<file path="config.mk">
export PLATFORM = sky130hd
export DESIGN_NAME = atmr_core
export DESIGN_NICKNAME = d
export VERILOG_FILES = /design/src/verilog/atmr_pkg.sv /design/src/verilog/atmr_core.sv /design/src/verilog/atmr_in_cond.sv
export VERILOG_INCLUDE_DIRS = /design/src /design/src/verilog
export SDC_FILE = /design/constraint.sdc
export NUM_CORES = 1
export LEC_CHECK = 0
export ABC_AREA = 1
export BUFFER_PORTS_ARGS = -buffer_cell sky130_fd_sc_hd__buf_2
export CAP_MARGIN = 30
export CORE_MARGIN = 2
export CORE_UTILIZATION = 39
export DETAILED_ROUTE_END_ITERATION = 8
export GPL_TIMING_DRIVEN = 0
export RECOVER_POWER = 50
export SETUP_SLACK_MARGIN = 0.15
export SYNTH_ARGS = -nofsm -noshare
export SYNTH_HDL_FRONTEND = slang
export SYNTH_HIERARCHICAL = 1
export SYNTH_SLANG_ARGS = --single-unit
</file>
<file path="constraint.sdc">
create_clock -name clk -period 2.5 [get_ports clk]
set_clock_uncertainty 0.1 [all_clocks]
set_input_delay 0.5 -clock clk [delete_from_list [all_inputs] [get_ports clk]]
set_output_delay 0.5 -clock clk [all_outputs]
set_load 0.01 [all_outputs]
</file>
<file path="src/verilog/atmr_map.svh">
/*
 * register map, field positions, reset values and mode codes of the
 * advanced timer core. assumes wishbone byte addresses, one 32-bit word each.
 */
`ifndef ATMR_MAP_SVH
`define ATMR_MAP_SVH
// address decode: word index and bits that must be zero
`define ATMR_ADR_IX 5:2
`define ATMR_ADR_HI 7:6
// word indexes
`define ATMR_IX_CTRL 4'h0
`define ATMR_IX_STAT 4'h1
`define ATMR_IX_IEN 4'h2
`define ATMR_IX_CNT 4'h3
`define ATMR_IX_DIV 4'h4
`define ATMR_IX_RLD 4'h5
`define ATMR_IX_REP 4'h6
`define ATMR_IX_CHCF 4'h7
`define ATMR_IX_CH0 4'h8
`define ATMR_IX_LAST 4'hb
// control word fields
`define ATMR_C_EN 0
`define ATMR_C_DIR 2:1
`define ATMR_C_UINH 3
`define ATMR_C_SMS 6:4
`define ATMR_C_TSEL 9:7
`define ATMR_C_EPOL 10
`define ATMR_C_EPSC 12:11
`define ATMR_C_FLT 16:13
`define ATMR_C_UG 17
// status and enable fields
`define ATMR_S_UPD 0
`define ATMR_S_CH 4:1
`define ATMR_S_ALL 4:0
`define ATMR_E_DMA 8:5
`define ATMR_CH_STRIDE 8
// reset values
`define ATMR_RST_WORD 32'h0000_0000
`define ATMR_RST_RLD 16'hffff
// slave modes
`define ATMR_SM_INT 3'h0
`define ATMR_SM_EXT1 3'h1
`define ATMR_SM_EXT2 3'h2
`define ATMR_SM_RST 3'h3
`define ATMR_SM_GATE 3'h4
`define ATMR_SM_TRIG 3'h5
// trigger selects, 0 to 3 are the filtered channel inputs
`define ATMR_TS_BOTH 3'h4
`define ATMR_TS_EXT 3'h5
`define ATMR_TS_ITR 3'h6
// compare output modes
`define ATMR_OC_FRZ 3'h0
`define ATMR_OC_ACT 3'h1
`define ATMR_OC_INACT 3'h2
`define ATMR_OC_TOG 3'h3
`define ATMR_OC_LO 3'h4
`define ATMR_OC_HI 3'h5
`define ATMR_OC_PWM1 3'h6
`define ATMR_OC_PWM2 3'h7
`endif

</file>
<file path="src/verilog/atmr_pkg.sv">
/*
 * types of the advanced timer core.
 * assumes atmr_map.svh for numeric constants.
 */
package atmr_pkg;
   typedef enum logic [1:0] {
      ATMR_UP = 2'h0,
      ATMR_DOWN = 2'h1,
      ATMR_CENTER = 2'h2
   } atmr_dir_t;
   typedef enum logic [1:0] {
      ATMR_RISE = 2'b01,
      ATMR_FALL = 2'b10
   } atmr_phase_t;
   typedef struct packed {
      logic cyc;
      logic stb;
      logic we;
      logic [7:0] adr;
      logic [3:0] sel;
      logic [31:0] dat;
   } atmr_wb_req_t;
   typedef struct packed {
      logic spare;
      logic [1:0] clock_divider;
      logic pol;
      logic cap;
      logic [2:0] mode;
   } atmr_chcfg_t;
endpackage

</file>
<file path="src/verilog/atmr_core.sv">
/*
 * advanced timer core: timebase, clock and trigger selection, four
 * capture/compare channels, wishbone classic register slave.
 * assumes asynchronous channel and trigger pins, itrIn on the same clock.
 */
// Design decisions made here: the address map and the Wishbone interface to the registers.
`timescale 1ns/1ps
`default_nettype none
`include "atmr_map.svh"
module atmr_core
   import atmr_pkg::*;
#(
   parameter int CNT_W = 16,
   parameter int REP_W = 8,
   parameter int FLT_W = 4
) (
   // clock and reset
   input wire logic clk,
   input wire logic rst_b,
   // wishbone slave
   input wire atmr_wb_req_t wbReq,
   output logic [31:0] wbDatO,
   output logic wbAck,
   // pins and other timer
   input wire logic [3:0] chPin,
   input wire logic extTrigPin,
   input wire logic itrIn,
   // outputs
   output logic [3:0] chOut,
   output logic [3:0] dmaReq,
   output logic irqReq,
   output logic updateOut
);
   localparam int NCH = 4;

   if (CNT_W < 2 || CNT_W > 16 || REP_W < 1 || REP_W > 16 || FLT_W != 4) begin : g_chk
      $error("atmr_core: unsupported parameter values");
   end

   logic [31:0] ctrl;
   logic [4:0] stat;
   logic [8:0] ien;
   logic [31:0] chCfgW;
   logic [CNT_W-1:0] tickCount;
   logic [CNT_W-1:0] next_tickCount;
   logic [CNT_W-1:0] divPre;
   logic [CNT_W-1:0] divSh;
   logic [CNT_W-1:0] divCnt;
   logic [CNT_W-1:0] reloadPre;
   logic [CNT_W-1:0] reloadSh;
   logic [REP_W-1:0] repPre;
   logic [REP_W-1:0] repTally;
   logic [CNT_W-1:0] match [NCH];
   logic [2:0] capCnt [NCH];
   logic [NCH-1:0] chRef;
   atmr_chcfg_t cfg [NCH];
   atmr_phase_t phase;
   atmr_phase_t next_phase;
   atmr_dir_t dirMode;
   logic [4:0] cLvl;
   logic [4:0] cRise;
   logic [4:0] cFall;
   logic [2:0] etrCnt;
   logic [2:0] etrMask;
   logic etrEdge;
   logic etrPulse;
   logic itrD;
   logic itrRise;
   logic [NCH-1:0] chEdge;
   logic [NCH-1:0] chLvl;
   logic [NCH-1:0] capHit;
   logic [NCH-1:0] cmpHit;
   logic trigPulse;
   logic trigLvl;
   logic srcPulse;
   logic slvRst;
   logic trigStart;
   logic tick;
   logic tickD;
   logic ovf;
   logic unf;
   logic wrapEvt;
   logic swUpd;
   logic forcedUpd;
   logic updEvt;
   logic busSel;
   logic [3:0] ix;
   logic mapped;
   logic [31:0] rdData;
   logic [4:0] statClr;

   function automatic logic [31:0] merge(input logic [31:0] old, input logic [31:0] nw,
                                          input logic [3:0] be);
      for (int b = 0; b < 4; b++) begin
         merge[b*8 +: 8] = be[b] ? nw[b*8 +: 8] : old[b*8 +: 8];
      end
   endfunction

   // write strobe for one word; the write lands on the edge that raises ack
   function automatic logic wrHit(input logic [3:0] idx);
      wrHit = busSel && wbReq.we && mapped && (ix == idx);
   endfunction

   assign busSel = wbReq.cyc && wbReq.stb && !wbAck;
   assign ix = wbReq.adr[`ATMR_ADR_IX];
   assign mapped = (wbReq.adr[`ATMR_ADR_HI] == 2'h0) && (ix <= `ATMR_IX_LAST);
   assign dirMode = atmr_dir_t'(ctrl[`ATMR_C_DIR]);

   // input conditioning: channels 0..3, external trigger at 4
   for (genvar i = 0; i < 5; i++) begin : g_in
      atmr_in_cond #(.FLT_W(FLT_W)) u_cond (
         .clk(clk),
         .rst_b(rst_b),
         .pin(i < NCH ? chPin[i % NCH] : extTrigPin),
         .filtLen(ctrl[`ATMR_C_FLT]),
         .level(cLvl[i]),
         .rise(cRise[i]),
         .fall(cFall[i])
      );
   end

   for (genvar i = 0; i < NCH; i++) begin : g_ch
      assign cfg[i] = atmr_chcfg_t'(chCfgW[i*`ATMR_CH_STRIDE +: `ATMR_CH_STRIDE]);
      assign chEdge[i] = cfg[i].pol ? cFall[i] : cRise[i];
      assign chLvl[i] = cLvl[i] ^ cfg[i].pol;
      assign capHit[i] = cfg[i].cap && chEdge[i]
                         && ((capCnt[i] & etrMaskOf(cfg[i].clock_divider)) == etrMaskOf(cfg[i].clock_divider));
      assign cmpHit[i] = !cfg[i].cap && tickD && (tickCount == match[i]);
   end

   function automatic logic [2:0] etrMaskOf(input logic [1:0] clock_divider);
      etrMaskOf = 3'((4'h1 << clock_divider) - 4'h1);
   endfunction

   // external trigger: polarity, division by 1/2/4/8, filter in the conditioner
   assign etrEdge = ctrl[`ATMR_C_EPOL] ? cFall[4] : cRise[4];
   assign etrMask = etrMaskOf(ctrl[`ATMR_C_EPSC]);
   assign etrPulse = etrEdge && ((etrCnt & etrMask) == etrMask);

   always_ff @(posedge clk or negedge rst_b) begin
      if (!rst_b) begin
         etrCnt <= 3'h0;
      end else if (etrEdge) begin
         etrCnt <= etrCnt + 3'h1;
      end
   end

   // other timer's output needs no synchroniser, same clock
   always_ff @(posedge clk or negedge rst_b) begin
      if (!rst_b) begin
         itrD <= 1'b0;
      end else begin
         itrD <= itrIn;
      end
   end
   assign itrRise = itrIn && !itrD;

   always_comb begin
      trigPulse = 1'b0;
      trigLvl = 1'b0;
      case (ctrl[`ATMR_C_TSEL])
         `ATMR_TS_BOTH: begin
            trigPulse = cRise[0] | cFall[0];
            trigLvl = cLvl[0];
         end
         `ATMR_TS_EXT: begin
            trigPulse = etrPulse;
            trigLvl = cLvl[4] ^ ctrl[`ATMR_C_EPOL];
         end
         `ATMR_TS_ITR: begin
            trigPulse = itrRise;
            trigLvl = itrIn;
         end
         default: begin
            if (ctrl[`ATMR_C_TSEL] < `ATMR_TS_BOTH) begin
               trigPulse = chEdge[2'(ctrl[`ATMR_C_TSEL])];
               trigLvl = chLvl[2'(ctrl[`ATMR_C_TSEL])];
            end
         end
      endcase
   end

   always_comb begin
      case (ctrl[`ATMR_C_SMS])
         `ATMR_SM_EXT1: srcPulse = trigPulse;
         `ATMR_SM_EXT2: srcPulse = etrPulse;
         `ATMR_SM_GATE: srcPulse = trigLvl;
         default: srcPulse = 1'b1;
      endcase
   end
   assign slvRst = (ctrl[`ATMR_C_SMS] == `ATMR_SM_RST) && trigPulse;
   assign trigStart = (ctrl[`ATMR_C_SMS] == `ATMR_SM_TRIG) && trigPulse;

   // divider: ratio divSh+1 covers 1..65536
   assign tick = ctrl[`ATMR_C_EN] && srcPulse && (divCnt == divSh);
   always_ff @(posedge clk or negedge rst_b) begin
      if (!rst_b) begin
         divCnt <= '0;
      end else if (forcedUpd) begin
         divCnt <= '0;
      end else if (ctrl[`ATMR_C_EN] && srcPulse) begin
         divCnt <= (divCnt == divSh) ? '0 : divCnt + 1'b1;
      end
   end

   always_comb begin
      next_tickCount = tickCount;
      next_phase = phase;
      ovf = 1'b0;
      unf = 1'b0;
      case (dirMode)
         ATMR_DOWN: begin
            if (tickCount == '0) begin
               next_tickCount = reloadSh;
               unf = 1'b1;
            end else begin
               next_tickCount = tickCount - 1'b1;
            end
         end
         ATMR_CENTER: begin
            if (phase == ATMR_RISE) begin
               ovf = (tickCount == reloadSh - 1'b1);
               if (tickCount >= reloadSh) begin
                  next_tickCount = tickCount - 1'b1;
                  next_phase = ATMR_FALL;
               end else begin
                  next_tickCount = tickCount + 1'b1;
               end
            end else begin
               unf = (tickCount == CNT_W'(1));
               if (tickCount == '0) begin
                  next_tickCount = tickCount + 1'b1;
                  next_phase = ATMR_RISE;
               end else begin
                  next_tickCount = tickCount - 1'b1;
               end
            end
         end
         default: begin
            if (tickCount >= reloadSh) begin
               next_tickCount = '0;
               ovf = 1'b1;
            end else begin
               next_tickCount = tickCount + 1'b1;
            end
         end
      endcase
   end

   assign wrapEvt = tick && (ovf || unf);
   assign swUpd = wrHit(`ATMR_IX_CTRL) && wbReq.sel[2] && wbReq.dat[`ATMR_C_UG];
   assign forcedUpd = swUpd || slvRst;
   assign updEvt = (wrapEvt && repTally == '0 && !ctrl[`ATMR_C_UINH]) || forcedUpd;

   always_ff @(posedge clk or negedge rst_b) begin
      if (!rst_b) begin
         tickCount <= '0;
         phase <= ATMR_RISE;
      end else if (wrHit(`ATMR_IX_CNT)) begin
         tickCount <= CNT_W'(merge(32'(tickCount), wbReq.dat, wbReq.sel));
      end else if (forcedUpd) begin
         tickCount <= (dirMode == ATMR_DOWN) ? reloadPre : '0;
         phase <= ATMR_RISE;
      end else if (tick) begin
         tickCount <= next_tickCount;
         phase <= next_phase;
      end
   end

   // repeat tally counts wraps down to zero, then reloads
   always_ff @(posedge clk or negedge rst_b) begin
      if (!rst_b) begin
         repTally <= '0;
      end else if (forcedUpd || (wrapEvt && repTally == '0)) begin
         repTally <= repPre;
      end else if (wrapEvt) begin
         repTally <= repTally - 1'b1;
      end
   end

   // shadows move only on an update so a running period is never torn
   always_ff @(posedge clk or negedge rst_b) begin
      if (!rst_b) begin
         reloadSh <= CNT_W'(`ATMR_RST_RLD);
         divSh <= '0;
      end else if (updEvt) begin
         reloadSh <= reloadPre;
         divSh <= divPre;
      end
   end

   always_ff @(posedge clk or negedge rst_b) begin
      if (!rst_b) begin
         tickD <= 1'b0;
         updateOut <= 1'b0;
      end else begin
         tickD <= tick;
         updateOut <= updEvt;
      end
   end

   // configuration words
   always_ff @(posedge clk or negedge rst_b) begin
      if (!rst_b) begin
         ctrl <= `ATMR_RST_WORD;
      end else if (wrHit(`ATMR_IX_CTRL)) begin
         ctrl <= merge(ctrl, wbReq.dat, wbReq.sel) & ~(32'h1 << `ATMR_C_UG);
      end else if (trigStart) begin
         ctrl[`ATMR_C_EN] <= 1'b1;
      end
   end

   always_ff @(posedge clk or negedge rst_b) begin
      if (!rst_b) begin
         ien <= '0;
         chCfgW <= `ATMR_RST_WORD;
         divPre <= '0;
         reloadPre <= CNT_W'(`ATMR_RST_RLD);
         repPre <= '0;
      end else begin
         if (wrHit(`ATMR_IX_IEN)) begin
            ien <= 9'(merge(32'(ien), wbReq.dat, wbReq.sel));
         end
         if (wrHit(`ATMR_IX_CHCF)) begin
            chCfgW <= merge(chCfgW, wbReq.dat, wbReq.sel);
         end
         if (wrHit(`ATMR_IX_DIV)) begin
            divPre <= CNT_W'(merge(32'(divPre), wbReq.dat, wbReq.sel));
         end
         if (wrHit(`ATMR_IX_RLD)) begin
            reloadPre <= CNT_W'(merge(32'(reloadPre), wbReq.dat, wbReq.sel));
         end
         if (wrHit(`ATMR_IX_REP)) begin
            repPre <= REP_W'(merge(32'(repPre), wbReq.dat, wbReq.sel));
         end
      end
   end

   // status: write one to clear, a new event in the same cycle wins
   assign statClr = wrHit(`ATMR_IX_STAT) && wbReq.sel[0] ? wbReq.dat[`ATMR_S_ALL] : 5'h0;
   always_ff @(posedge clk or negedge rst_b) begin
      if (!rst_b) begin
         stat <= 5'h0;
      end else begin
         stat <= (stat & ~statClr) | {capHit | cmpHit, updEvt};
      end
   end

   // channel match values: bus writes, captures latch the count
   always_ff @(posedge clk or negedge rst_b) begin
      if (!rst_b) begin
         for (int i = 0; i < NCH; i++) begin
            match[i] <= '0;
            capCnt[i] <= 3'h0;
         end
      end else begin
         for (int i = 0; i < NCH; i++) begin
            if (capHit[i]) begin
               match[i] <= tickCount;
            end else if (wrHit(4'(`ATMR_IX_CH0 + i))) begin
               match[i] <= CNT_W'(merge(32'(match[i]), wbReq.dat, wbReq.sel));
            end
            if (cfg[i].cap && chEdge[i]) begin
               capCnt[i] <= capCnt[i] + 3'h1;
            end
         end
      end
   end

   // reference level per compare output mode
   always_ff @(posedge clk or negedge rst_b) begin
      if (!rst_b) begin
         chRef <= '0;
      end else begin
         for (int i = 0; i < NCH; i++) begin
            if (!cfg[i].cap) begin
               unique case (cfg[i].mode)
                  `ATMR_OC_FRZ: chRef[i] <= chRef[i];
                  `ATMR_OC_ACT: chRef[i] <= chRef[i] | cmpHit[i];
                  `ATMR_OC_INACT: chRef[i] <= chRef[i] & ~cmpHit[i];
                  `ATMR_OC_TOG: chRef[i] <= chRef[i] ^ cmpHit[i];
                  `ATMR_OC_LO: chRef[i] <= 1'b0;
                  `ATMR_OC_HI: chRef[i] <= 1'b1;
                  `ATMR_OC_PWM1: chRef[i] <= (tickCount < match[i]);
                  `ATMR_OC_PWM2: chRef[i] <= (tickCount >= match[i]);
               endcase
            end
         end
      end
   end

   // polarity applied last; adds one flop so the pin is glitch-free
   always_ff @(posedge clk or negedge rst_b) begin
      if (!rst_b) begin
         chOut <= '0;
      end else begin
         for (int i = 0; i < NCH; i++) begin
            chOut[i] <= chRef[i] ^ cfg[i].pol;
         end
      end
   end

   assign irqReq = |(stat & ien[`ATMR_S_ALL]);
   assign dmaReq = stat[`ATMR_S_CH] & ien[`ATMR_E_DMA];

   always_comb begin
      rdData = `ATMR_RST_WORD;
      if (mapped) begin
         case (ix)
            `ATMR_IX_CTRL: rdData = ctrl;
            `ATMR_IX_STAT: rdData = 32'(stat);
            `ATMR_IX_IEN: rdData = 32'(ien);
            `ATMR_IX_CNT: rdData = 32'(tickCount);
            `ATMR_IX_DIV: rdData = 32'(divPre);
            `ATMR_IX_RLD: rdData = 32'(reloadPre);
            `ATMR_IX_REP: rdData = 32'(repPre);
            `ATMR_IX_CHCF: rdData = chCfgW;
            default: rdData = 32'(match[ix[1:0]]);
         endcase
      end
   end

   // single-cycle ack; unmapped reads return zero, writes are dropped
   always_ff @(posedge clk or negedge rst_b) begin
      if (!rst_b) begin
         wbAck <= 1'b0;
         wbDatO <= `ATMR_RST_WORD;
      end else begin
         wbAck <= busSel;
         if (busSel) begin
            wbDatO <= rdData;
         end
      end
   end
endmodule
`default_nettype wire

</file>
<file path="src/verilog/atmr_in_cond.sv">
/*
 * input conditioner: two-stage synchroniser, stability filter, edge pulses.
 * assumes an asynchronous pin and the core clock.
 */
`timescale 1ns/1ps
`default_nettype none
module atmr_in_cond #(
   parameter int FLT_W = 4
) (
   // clock and reset
   input wire logic clk,
   input wire logic rst_b,
   // pin and filter length
   input wire logic pin,
   input wire logic [FLT_W-1:0] filtLen,
   // conditioned signal
   output logic level,
   output logic rise,
   output logic fall
);
   logic s1;
   logic s2;
   logic [FLT_W-1:0] stable;
   logic accept;

   always_ff @(posedge clk or negedge rst_b) begin
      if (!rst_b) begin
         s1 <= 1'b0;
         s2 <= 1'b0;
      end else begin
         s1 <= pin;
         s2 <= s1;
      end
   end

   // a change is taken only after it held for filtLen+1 samples
   assign accept = (s2 != level) && (stable >= filtLen);

   always_ff @(posedge clk or negedge rst_b) begin
      if (!rst_b) begin
         stable <= '0;
      end else if (s2 == level || accept) begin
         stable <= '0;
      end else begin
         stable <= stable + 1'b1;
      end
   end

   always_ff @(posedge clk or negedge rst_b) begin
      if (!rst_b) begin
         level <= 1'b0;
         rise <= 1'b0;
         fall <= 1'b0;
      end else begin
         if (accept) begin
            level <= s2;
         end
         rise <= accept & s2;
         fall <= accept & ~s2;
      end
   end
endmodule
`default_nettype wire

</file>
==> impl_metrics.json, run 1 <==
{
  "status": "finished, violations left",
  "violations": "setup timing",
  "tightest_slew_ps": 1490,
  "p_sw_mw": 4.55,
  "wl_per_cell_um": 22.2,
  "synth-seq-cells": 359,
  "die_area_um2": 58300,
  "cts_buffers": 42,
  "placed_cells_incl_taps": 3673,
  "switching_share_pct": 29.3,
  "nets": 3306,
  "setup_viol": 79,
  "fmax_mhz": 344,
  "postSynthAreaPerCell_um2": 7.80,
  "cts-root-buf": "clkbuf_16",
  "clock_latency_ps": 590,
  "h-tree-depth": 2,
  "netlist_area_um2": 22000,
  "p_int_mw": 11.0,
  "period_share_pct": 116,
  "min_path_type": "in2reg",
  "whs_ps": 54.8,
  "finalPower_mw": 15.5,
  "path_clk_slew_ps": 70,
  "drc": 0,
  "postRouteAntennaNets": 0,
  "ys_types": 62,
  "fin_ws_ps": -408,
  "multi_input_area_um2": 12800,
  "dr_total_vias": 21900,
  "slew_headroom_pct": 0.620,
  "core_um2": 56100,
  "leakage_nw": 13.9,
  "cts.sinks": 359,
  "gp_congestion": 0.993,
  "cts.path.max_buffers": 3,
  "drive_gt1_share_pct": 25.8,
  "grt_usage_pct": 29.5,
  "synthesis.instances": 2819,
  "register_area_um2": 9050,
  "cp_num_buf_inv": 1,
  "peakVddDrop_uv": 524,
  "grt_pass1_vias": 20700,
  "overflow": 0,
  "rsz0062_at_grt": "true",
  "cp-start-kind": "flip-flop",
  "crit_family": "simple AND/OR/NAND/NOR gates",
  "cts_tree": "yes",
  "dr.pass1.iters": 7,
  "dp_hpwl_mm": 62.0,
  "floorplan.initialDensity_pct": 39.2,
  "synth_edf_count": 0,
  "synthesis.nets": 3001,
  "synth-async-reset-ratio_pct": 100,
  "grt_pass1_wl_mm": 128,
  "rows": 87,
  "hold_violations": 0,
  "final_core_util_pct": 51.0,
  "drt_wl_total_mm": 87.0,
  "viasPerCell": 5.60,
  "pwr_density_cell_nw_per_um2": 542,
  "power_frac_comb_pct": 16.3,
  "timing_max_transition_violations_final": 0,
  "port_buffers": 94,
  "seqPwrFrac_pct": 42.0,
  "max_cap_viol_count": 0,
  "antenna_found_initial": 6,
  "arrival_ps": 3330,
  "cp-end-kind": "flip-flop",
  "cp_cell_sequence": "buf_6 > ha_4 > nand2_2 > or3_4 > nor4_4 > nand3_2 > ha_4 > nand3_2 > a21oi_2 > nor2_1 > o211ai_1 > nand2_1 > nand2_1",
  "synth_ff_type": "dfrtp_1",
  "diodes": 0,
  "required_ps": 2920,
  "grt_start_max_net_pins": 120,
  "crit_path_max_fanout": 6,
  "die_h_um": 241,
  "clkPwrFrac_pct": 41.7,
  "cp_slowest_stage_delay_ps": 570,
  "area_delta_synth_final_pct": 30.1,
  "crit_type": "reg2reg",
  "nFillCells": 5345,
  "drt_iter0_drc": 2139,
  "slowest_stage": "dfrtp_4",
  "die_w_um": 241,
  "post-route-min-period_ps": 2910,
  "io_pins": 98,
  "ys_warn_count": 6,
  "fin_cells": 3913,
  "yosysSeqAreaShare_pct": 41.1
}
-- power by group through the flow --
stage	Sequential [mW]	Combinational, mW	Clock, mW
4_1_cts	6.50	2.21	6.53
6_report	6.52	2.53	6.47
3_5_place_dp	6.60	2.07	0
3_3_place_gp	6.59	1.99	0
5_1_grt	6.57	2.82	6.76
2_1_floorplan	6.50	1.35	0
-- per-layer routing --
metal  track usage [%]  part of all wire (%)
met1              38.6                    41
met2              45.8                    45
met3              6.10                   9.0
met5                 0                 0.077
met4              15.9                   5.7
-- worst paths after layout --
kind | from | to | slack (ps) | depth (start not counted)
min in group asynchronous | rst_b | repTally[0] | 720 | 2
max reg2reg | tickCount[7] | chRef[1] | -410 | 13
max in group asynchronous | rst_b | tickCount[3] | 170 | 3
min | wbReq[8] | ien[8] | 50 | 3
max | tickCount[7] | chRef[1] | -410 | 13
min reg2reg | g_in[3].u_cond/s1 | g_in[3].u_cond/s2 | 250 | 0
-- stage by stage --
step / area [um2] / TNS, ps / setup WS, ps
2_1_floorplan: 22000 / 0 / 64.4
3_3_place_gp: 23500 / -2292260 / -6960
3_5_place_dp: 23500 / -128920 / -1400
4_1_cts: 27000 / -10900 / -409
5_1_grt: 28600 / -45820 / -480
6_report: 28600 / -15510 / -408
-- worst register-to-register path: cells and delay by family (launching register included) --
kind / cells / cell delay, ps
and+or+nand+nor: 8 / 1160
adders and majority gates: 2 / 570
DFF: 1 / 570
buffers and inverters: 1 / 160
AOI/OAI and AO/OA: 2 / 280
-- synthesized netlist by cell type (all sizes together), types with 33 or more instances --
cell type  instances  area share (%)
nand4             46             1.5
xor2              63             2.5
nor2             168             3.2
o211ai            79             2.7
buf               46             1.2
a21oi            130             3.0
dfstp             33             3.9
nor3              36            0.84
ha               127             7.2
o21ai            253             5.8
clkbuf            63             1.1
inv              373             6.4
dfrtp            326              37
nand2            711              12
nand3            163             3.8
-- sequential cells by signal, summed over array words and instances, names as in the netlist, 8 cells and up --
name	count
reloadSh	16
repTally	8
repPre	8
divPre	16
reloadPre	16
wbDatO	32
tickCount	16
ien	9
g_in.u_cond/stable	20
ctrl	31
capCnt	12
divCnt	16
match	64
chCfgW	32
divSh	16
-- layout make-up --
| class | instances | share of cell area (%) |
|---|---|---|
| Multi-Input combinational cell | 1975 | 44.7 |
| Inverter | 378 | 5.27 |
| Buffer | 109 | 2.62 |
| Tap cell | 756 | 3.31 |
| Timing Repair Buffer | 259 | 7.48 |
| Clock inverter | 16 | 0.687 |
| Sequential cell | 359 | 31.6 |
| Clock buffer | 61 | 4.31 |
-- cell usage in the layout, fill, tap and decap left out, drive strengths merged, types with 79 or more instances in the layout --
cell type,instances
dfrtp,326
buf,286
nand2,712
o21ai,253
clkbuf,136
nor2,169
nand3,163
a21oi,130
o211ai,79
ha,127
inv,367
-- cell families after synthesis --
| kind of cell | Yosys count | synth area share (%) |
|---|---|---|
| AND/OR/NAND/NOR | 1147 | 22.5 |
| AO/OA/AOI/OAI | 606 | 16.7 |
| buffers and inverters | 487 | 8.77 |
| flip-flops | 359 | 41.1 |
| adder cells (fa/ha/maj) | 127 | 7.23 |
| XOR/XNOR | 92 | 3.73 |
| multiplexers | 1 | 0.0512 |
-- what timing repair did --
| item | CTS | global route |
|---|---|---|
| setup buffers | 81 | 65 |
| hold endpoints to repair | 37 | 0 |
| pin swaps | 73 | 95 |
| setup endpoints to repair | 231 | 246 |
| hold buffers | 7 | 0 |
| resized for setup | 307 | 346 |
| gates cloned | 6 | 4 |
Note: power is estimated with default switching activity, not from simulation.
==> run 2: changes to the inputs <==
--- a/config.mk
+++ b/config.mk
@@ -6,13 +6,11 @@
 export SDC_FILE = /design/constraint.sdc
 export NUM_CORES = 1
 export LEC_CHECK = 0
-export ABC_AREA = 1
 export BUFFER_PORTS_ARGS = -buffer_cell sky130_fd_sc_hd__buf_2
 export CAP_MARGIN = 30
 export CORE_MARGIN = 2
 export CORE_UTILIZATION = 39
 export DETAILED_ROUTE_END_ITERATION = 8
-export GPL_TIMING_DRIVEN = 0
 export RECOVER_POWER = 50
 export SETUP_SLACK_MARGIN = 0.15
 export SYNTH_ARGS = -nofsm -noshare
==> run 2 against run 1 <==
- the run still ends with setup timing left
- via count decreased by 8.3%
- critical endpoint is now repTally[2]
- clock power rose by 4.8%
- power rose by 39%
==> impl_metrics.json, run 2 <==
{
  "cts-root-buf": "clkbuf_16",
  "slowest_stage": "dfstp_2",
  "cp_num_buf_inv": 4,
  "startpoint": "reloadSh[0]",
  "drive_gt1_share_pct": 39.7,
  "overflow": 0,
  "crit_path_max_fanout": 8,
  "grt_start_max_net_pins": 80,
  "largestRegisters": "match: 64 flops, chCfgW: 32 flops, wbDatO: 32 flops",
  "nets": 2888,
  "fmax_mhz": 314,
  "postSynthAreaPerCell_um2": 9.99,
  "multi_input_area_um2": 13700,
  "dp_hpwl_mm": 60.7,
  "slew_headroom_pct": 30.0,
  "max_cap_viol_count": 0,
  "io_pins": 98,
  "antenna_found_initial": 7,
  "synthesis.instances": 2205,
  "synthAdderAreaFrac_pct": 7.22,
  "path_clk_slew_ps": 60,
  "drc": 0,
  "required_ps": 2860,
  "floorplan.initialDensity_pct": 39.3,
  "rows": 87,
  "dr.pass1.iters": 7,
  "synth-xor-area-share_pct": 3.86,
  "yosysMostFrequentCell": "dfrtp_1",
  "violations": "setup timing",
  "crit_family": "compound AO/OA/AOI/OAI gates",
  "netlist_top_cells_count": "dfrtp_1 (326), nand2_1 (194), o21ai_0 (145)",
  "synth.top_cell.area_share_pct": 37.0,
  "regMostFlops": "match",
  "ys_warn_count": 6,
  "leakage_nw": 13.9,
  "synthMuxAreaShare_pct": 12.6,
  "core_um2": 56100,
  "grt_usage_pct": 27.4,
  "cts_tree": "yes",
  "post-route-min-period_ps": 3180,
  "timing_max_transition_violations_final": 0,
  "endpoint": "repTally[2]",
  "power_frac_comb_pct": 37.7,
  "crit-reg2reg-capture": "repTally[2]",
  "cp_cell_sequence": "inv_4 > ha_4 > buf_6 > o21ba_1 > a221oi_2 > a41oi_2 > a2111oi_4 > nand4_4 > a211oi_4 > buf_4 > buf_8 > a21boi_2 > o32a_1",
  "die_h_um": 242,
  "setup_viol": 80,
  "p_int_mw": 14.1,
  "viasPerCell": 5.75,
  "dr_total_vias": 20100,
  "grt_pass1_vias": 20200,
  "gp_congestion": 0.949,
  "synth_ff_type": "dfrtp_1",
  "r2r-start": "reloadSh[0]",
  "p_sw_mw": 7.55,
  "hold_violations": 0,
  "layout.cells.most_common_list": "buf_4 (368), dfrtp_1 (314), nand2_1 (186), inv_1 (130), ha_1 (107)",
  "peakVddDrop_uv": 517,
  "clock_latency_ps": 600,
  "synthTopCellsByArea": "dfrtp_1 (37%), ha_1 (7.2%), mux2_2 (6.0%)",
  "cp-end-kind": "flip-flop",
  "worst-path-stages": 13,
  "synth_edf_count": 0,
  "nFillCells": 4970,
  "synth_top_family_by_area": "compound AO/OA/AOI/OAI gates",
  "yosysSeqAreaShare_pct": 41.0,
  "synth-seq-cells": 359,
  "grt_pass1_wl_mm": 123,
  "drt_wl_total_mm": 82.0,
  "largest_register_ffs": 64,
  "die_area_um2": 58400,
  "cts.sinks": 359,
  "yosysTopAreaCell": "dfrtp_1",
  "final_common_cell": "buf_4",
  "cts_buffers": 44,
  "cts.path.max_buffers": 3,
  "r2r.worst_path.cells": 13,
  "seqPwrFrac_pct": 30.9,
  "wl_per_cell_um": 23.5,
  "switching_share_pct": 34.9,
  "register_area_um2": 9040,
  "grt_busiest_layer": "met2",
  "synthesis.nets": 2387,
  "die_w_um": 242,
  "cp_slowest_stage_delay_ps": 560,
  "status": "finished, violations left",
  "met1_usage_pct": 35.7,
  "ys_types": 92,
  "fin_ws_ps": -684,
  "area_delta_synth_final_pct": 37.8,
  "min_path_type": "in2reg",
  "crit_type": "reg2reg",
  "synth_compound_area_share_pct": 16.9,
  "met3_usage_pct": 4.67,
  "whs_ps": 51.3,
  "rsz0062_at_grt": "true",
  "h-tree-depth": 2,
  "port_buffers": 95,
  "cp-start-kind": "flip-flop",
  "drt_iter0_drc": 1648,
  "postRouteAntennaNets": 0,
  "synth-simple-area-share_pct": 13.8,
  "clkPwrFrac_pct": 31.4,
  "synth-async-reset-ratio_pct": 100,
  "rrSetupSlack_ps": -680,
  "tightest_slew_ps": 1050,
  "pwr_density_cell_nw_per_um2": 712,
  "netlist_area_um2": 22000,
  "period_share_pct": 127,
  "arrival_ps": 3550,
  "use_met2_pct": 45.3,
  "tns_ps": -39500
}
run 2: cell types whose count changed after synthesis, moves of 25 or more:
cell / change
buf_2: -26
a22o_1: +35
nand3_1: -87
o21ai_0: -105
xnor2_1: +29
inv_1: -220
o211ai_1: -72
mux2_4: +33
nor2_1: -53
mux2i_1: +56
mux2_2: +116
clkbuf_1: +37
a21oi_1: -25
nand2_1: -501
run 2: area by class of cell:
type / instances / share of cell area (%)
Multi-Input combinational cell: 1588 / 45.0
Sequential cell: 359 / 29.8
Timing Repair Buffer: 575 / 15.3
Clock buffer: 62 / 4.09
Tap cell: 756 / 3.12
Inverter: 138 / 1.72
Clock inverter: 16 / 0.923
Antenna cell: 3 / 0.0247
run 2: worst min path at each step:
stage                      start           endpoint  slack, ps  cells after the start
6_report               wbReq[30]         chCfgW[30]         50                      2
5_1_grt                wbReq[27]         chCfgW[27]         40                      2
2_1_floorplan              rst_b          capCnt[0]        100                      0
3_5_place_dp   g_in[1].u_cond/s1  g_in[1].u_cond/s2        230                      0
4_1_cts                wbReq[30]         chCfgW[30]         30                      2
3_3_place_gp   g_in[0].u_cond/s1  g_in[0].u_cond/s2        230                      0
run 2: power groups by stage:
| stage | clock network [mW] | registers [mW] | logic [mW] |
|---|---|---|---|
| 2_1_floorplan | 0 | 6.68 | 3.67 |
| 3_3_place_gp | 0 | 6.74 | 6.73 |
| 3_5_place_dp | 0 | 6.74 | 6.82 |
| 4_1_cts | 6.90 | 6.67 | 7.85 |
| 5_1_grt | 7.13 | 6.72 | 8.74 |
| 6_report | 6.78 | 6.68 | 8.15 |
run 2: per-layer routing:
metal / vias up / share of wire (%)
li1: 9090 / -
met1: 10100 / 42
met2: 714 / 48
met3: 187 / 6.4
met4: 10 / 4.0
met5: - / 0.076
run 2: worst reg2reg max path, delay by kind of cell, from the launching register on:
kind,cells,cell delay [ps]
AO/OA/AOI/OAI,7,1540
adder cells (fa/ha/maj),1,180
buffers and inverters,4,470
flip-flops,1,560
AND/OR/NAND/NOR,1,200
run 2: kinds of logic (layout without fill, tap and decap cells):
| family | count (synthesis) | count (layout) |
|---|---|---|
| and+or+nand+nor | 600 | 600 |
| xor gates and xnor gates | 97 | 97 |
| other | 0 | 3 |
| DFF | 359 | 359 |
| buffers and inverters | 261 | 791 |
| AOI/OAI and AO/OA | 535 | 538 |
| muxes | 226 | 226 |
| adders and majority gates | 127 | 127 |
run 2: repair_timing:
item	CTS	global route
gates resized for setup	204	138
cloned	3	7
pin swaps	84	47
endpoints found under the setup margin	225	163
hold buffers	7	0
setup buffers	46	8
endpoints found under the hold margin	38	0
run 2: through the flow:
stage          worst slack [ps]  cells  cell area [um2]  total power [mW]  utilization (%)
5_1_grt                    -765   3496            30300              22.6             54.1
6_report                   -684   3497            30400              21.6             54.1
3_3_place_gp               -760   3345            26800              13.5             47.9
2_1_floorplan              -593   2205            22600              10.3                -
3_5_place_dp               -723   3345            26800              13.6             47.9
4_1_cts                    -622   3479            29800              21.4             53.2
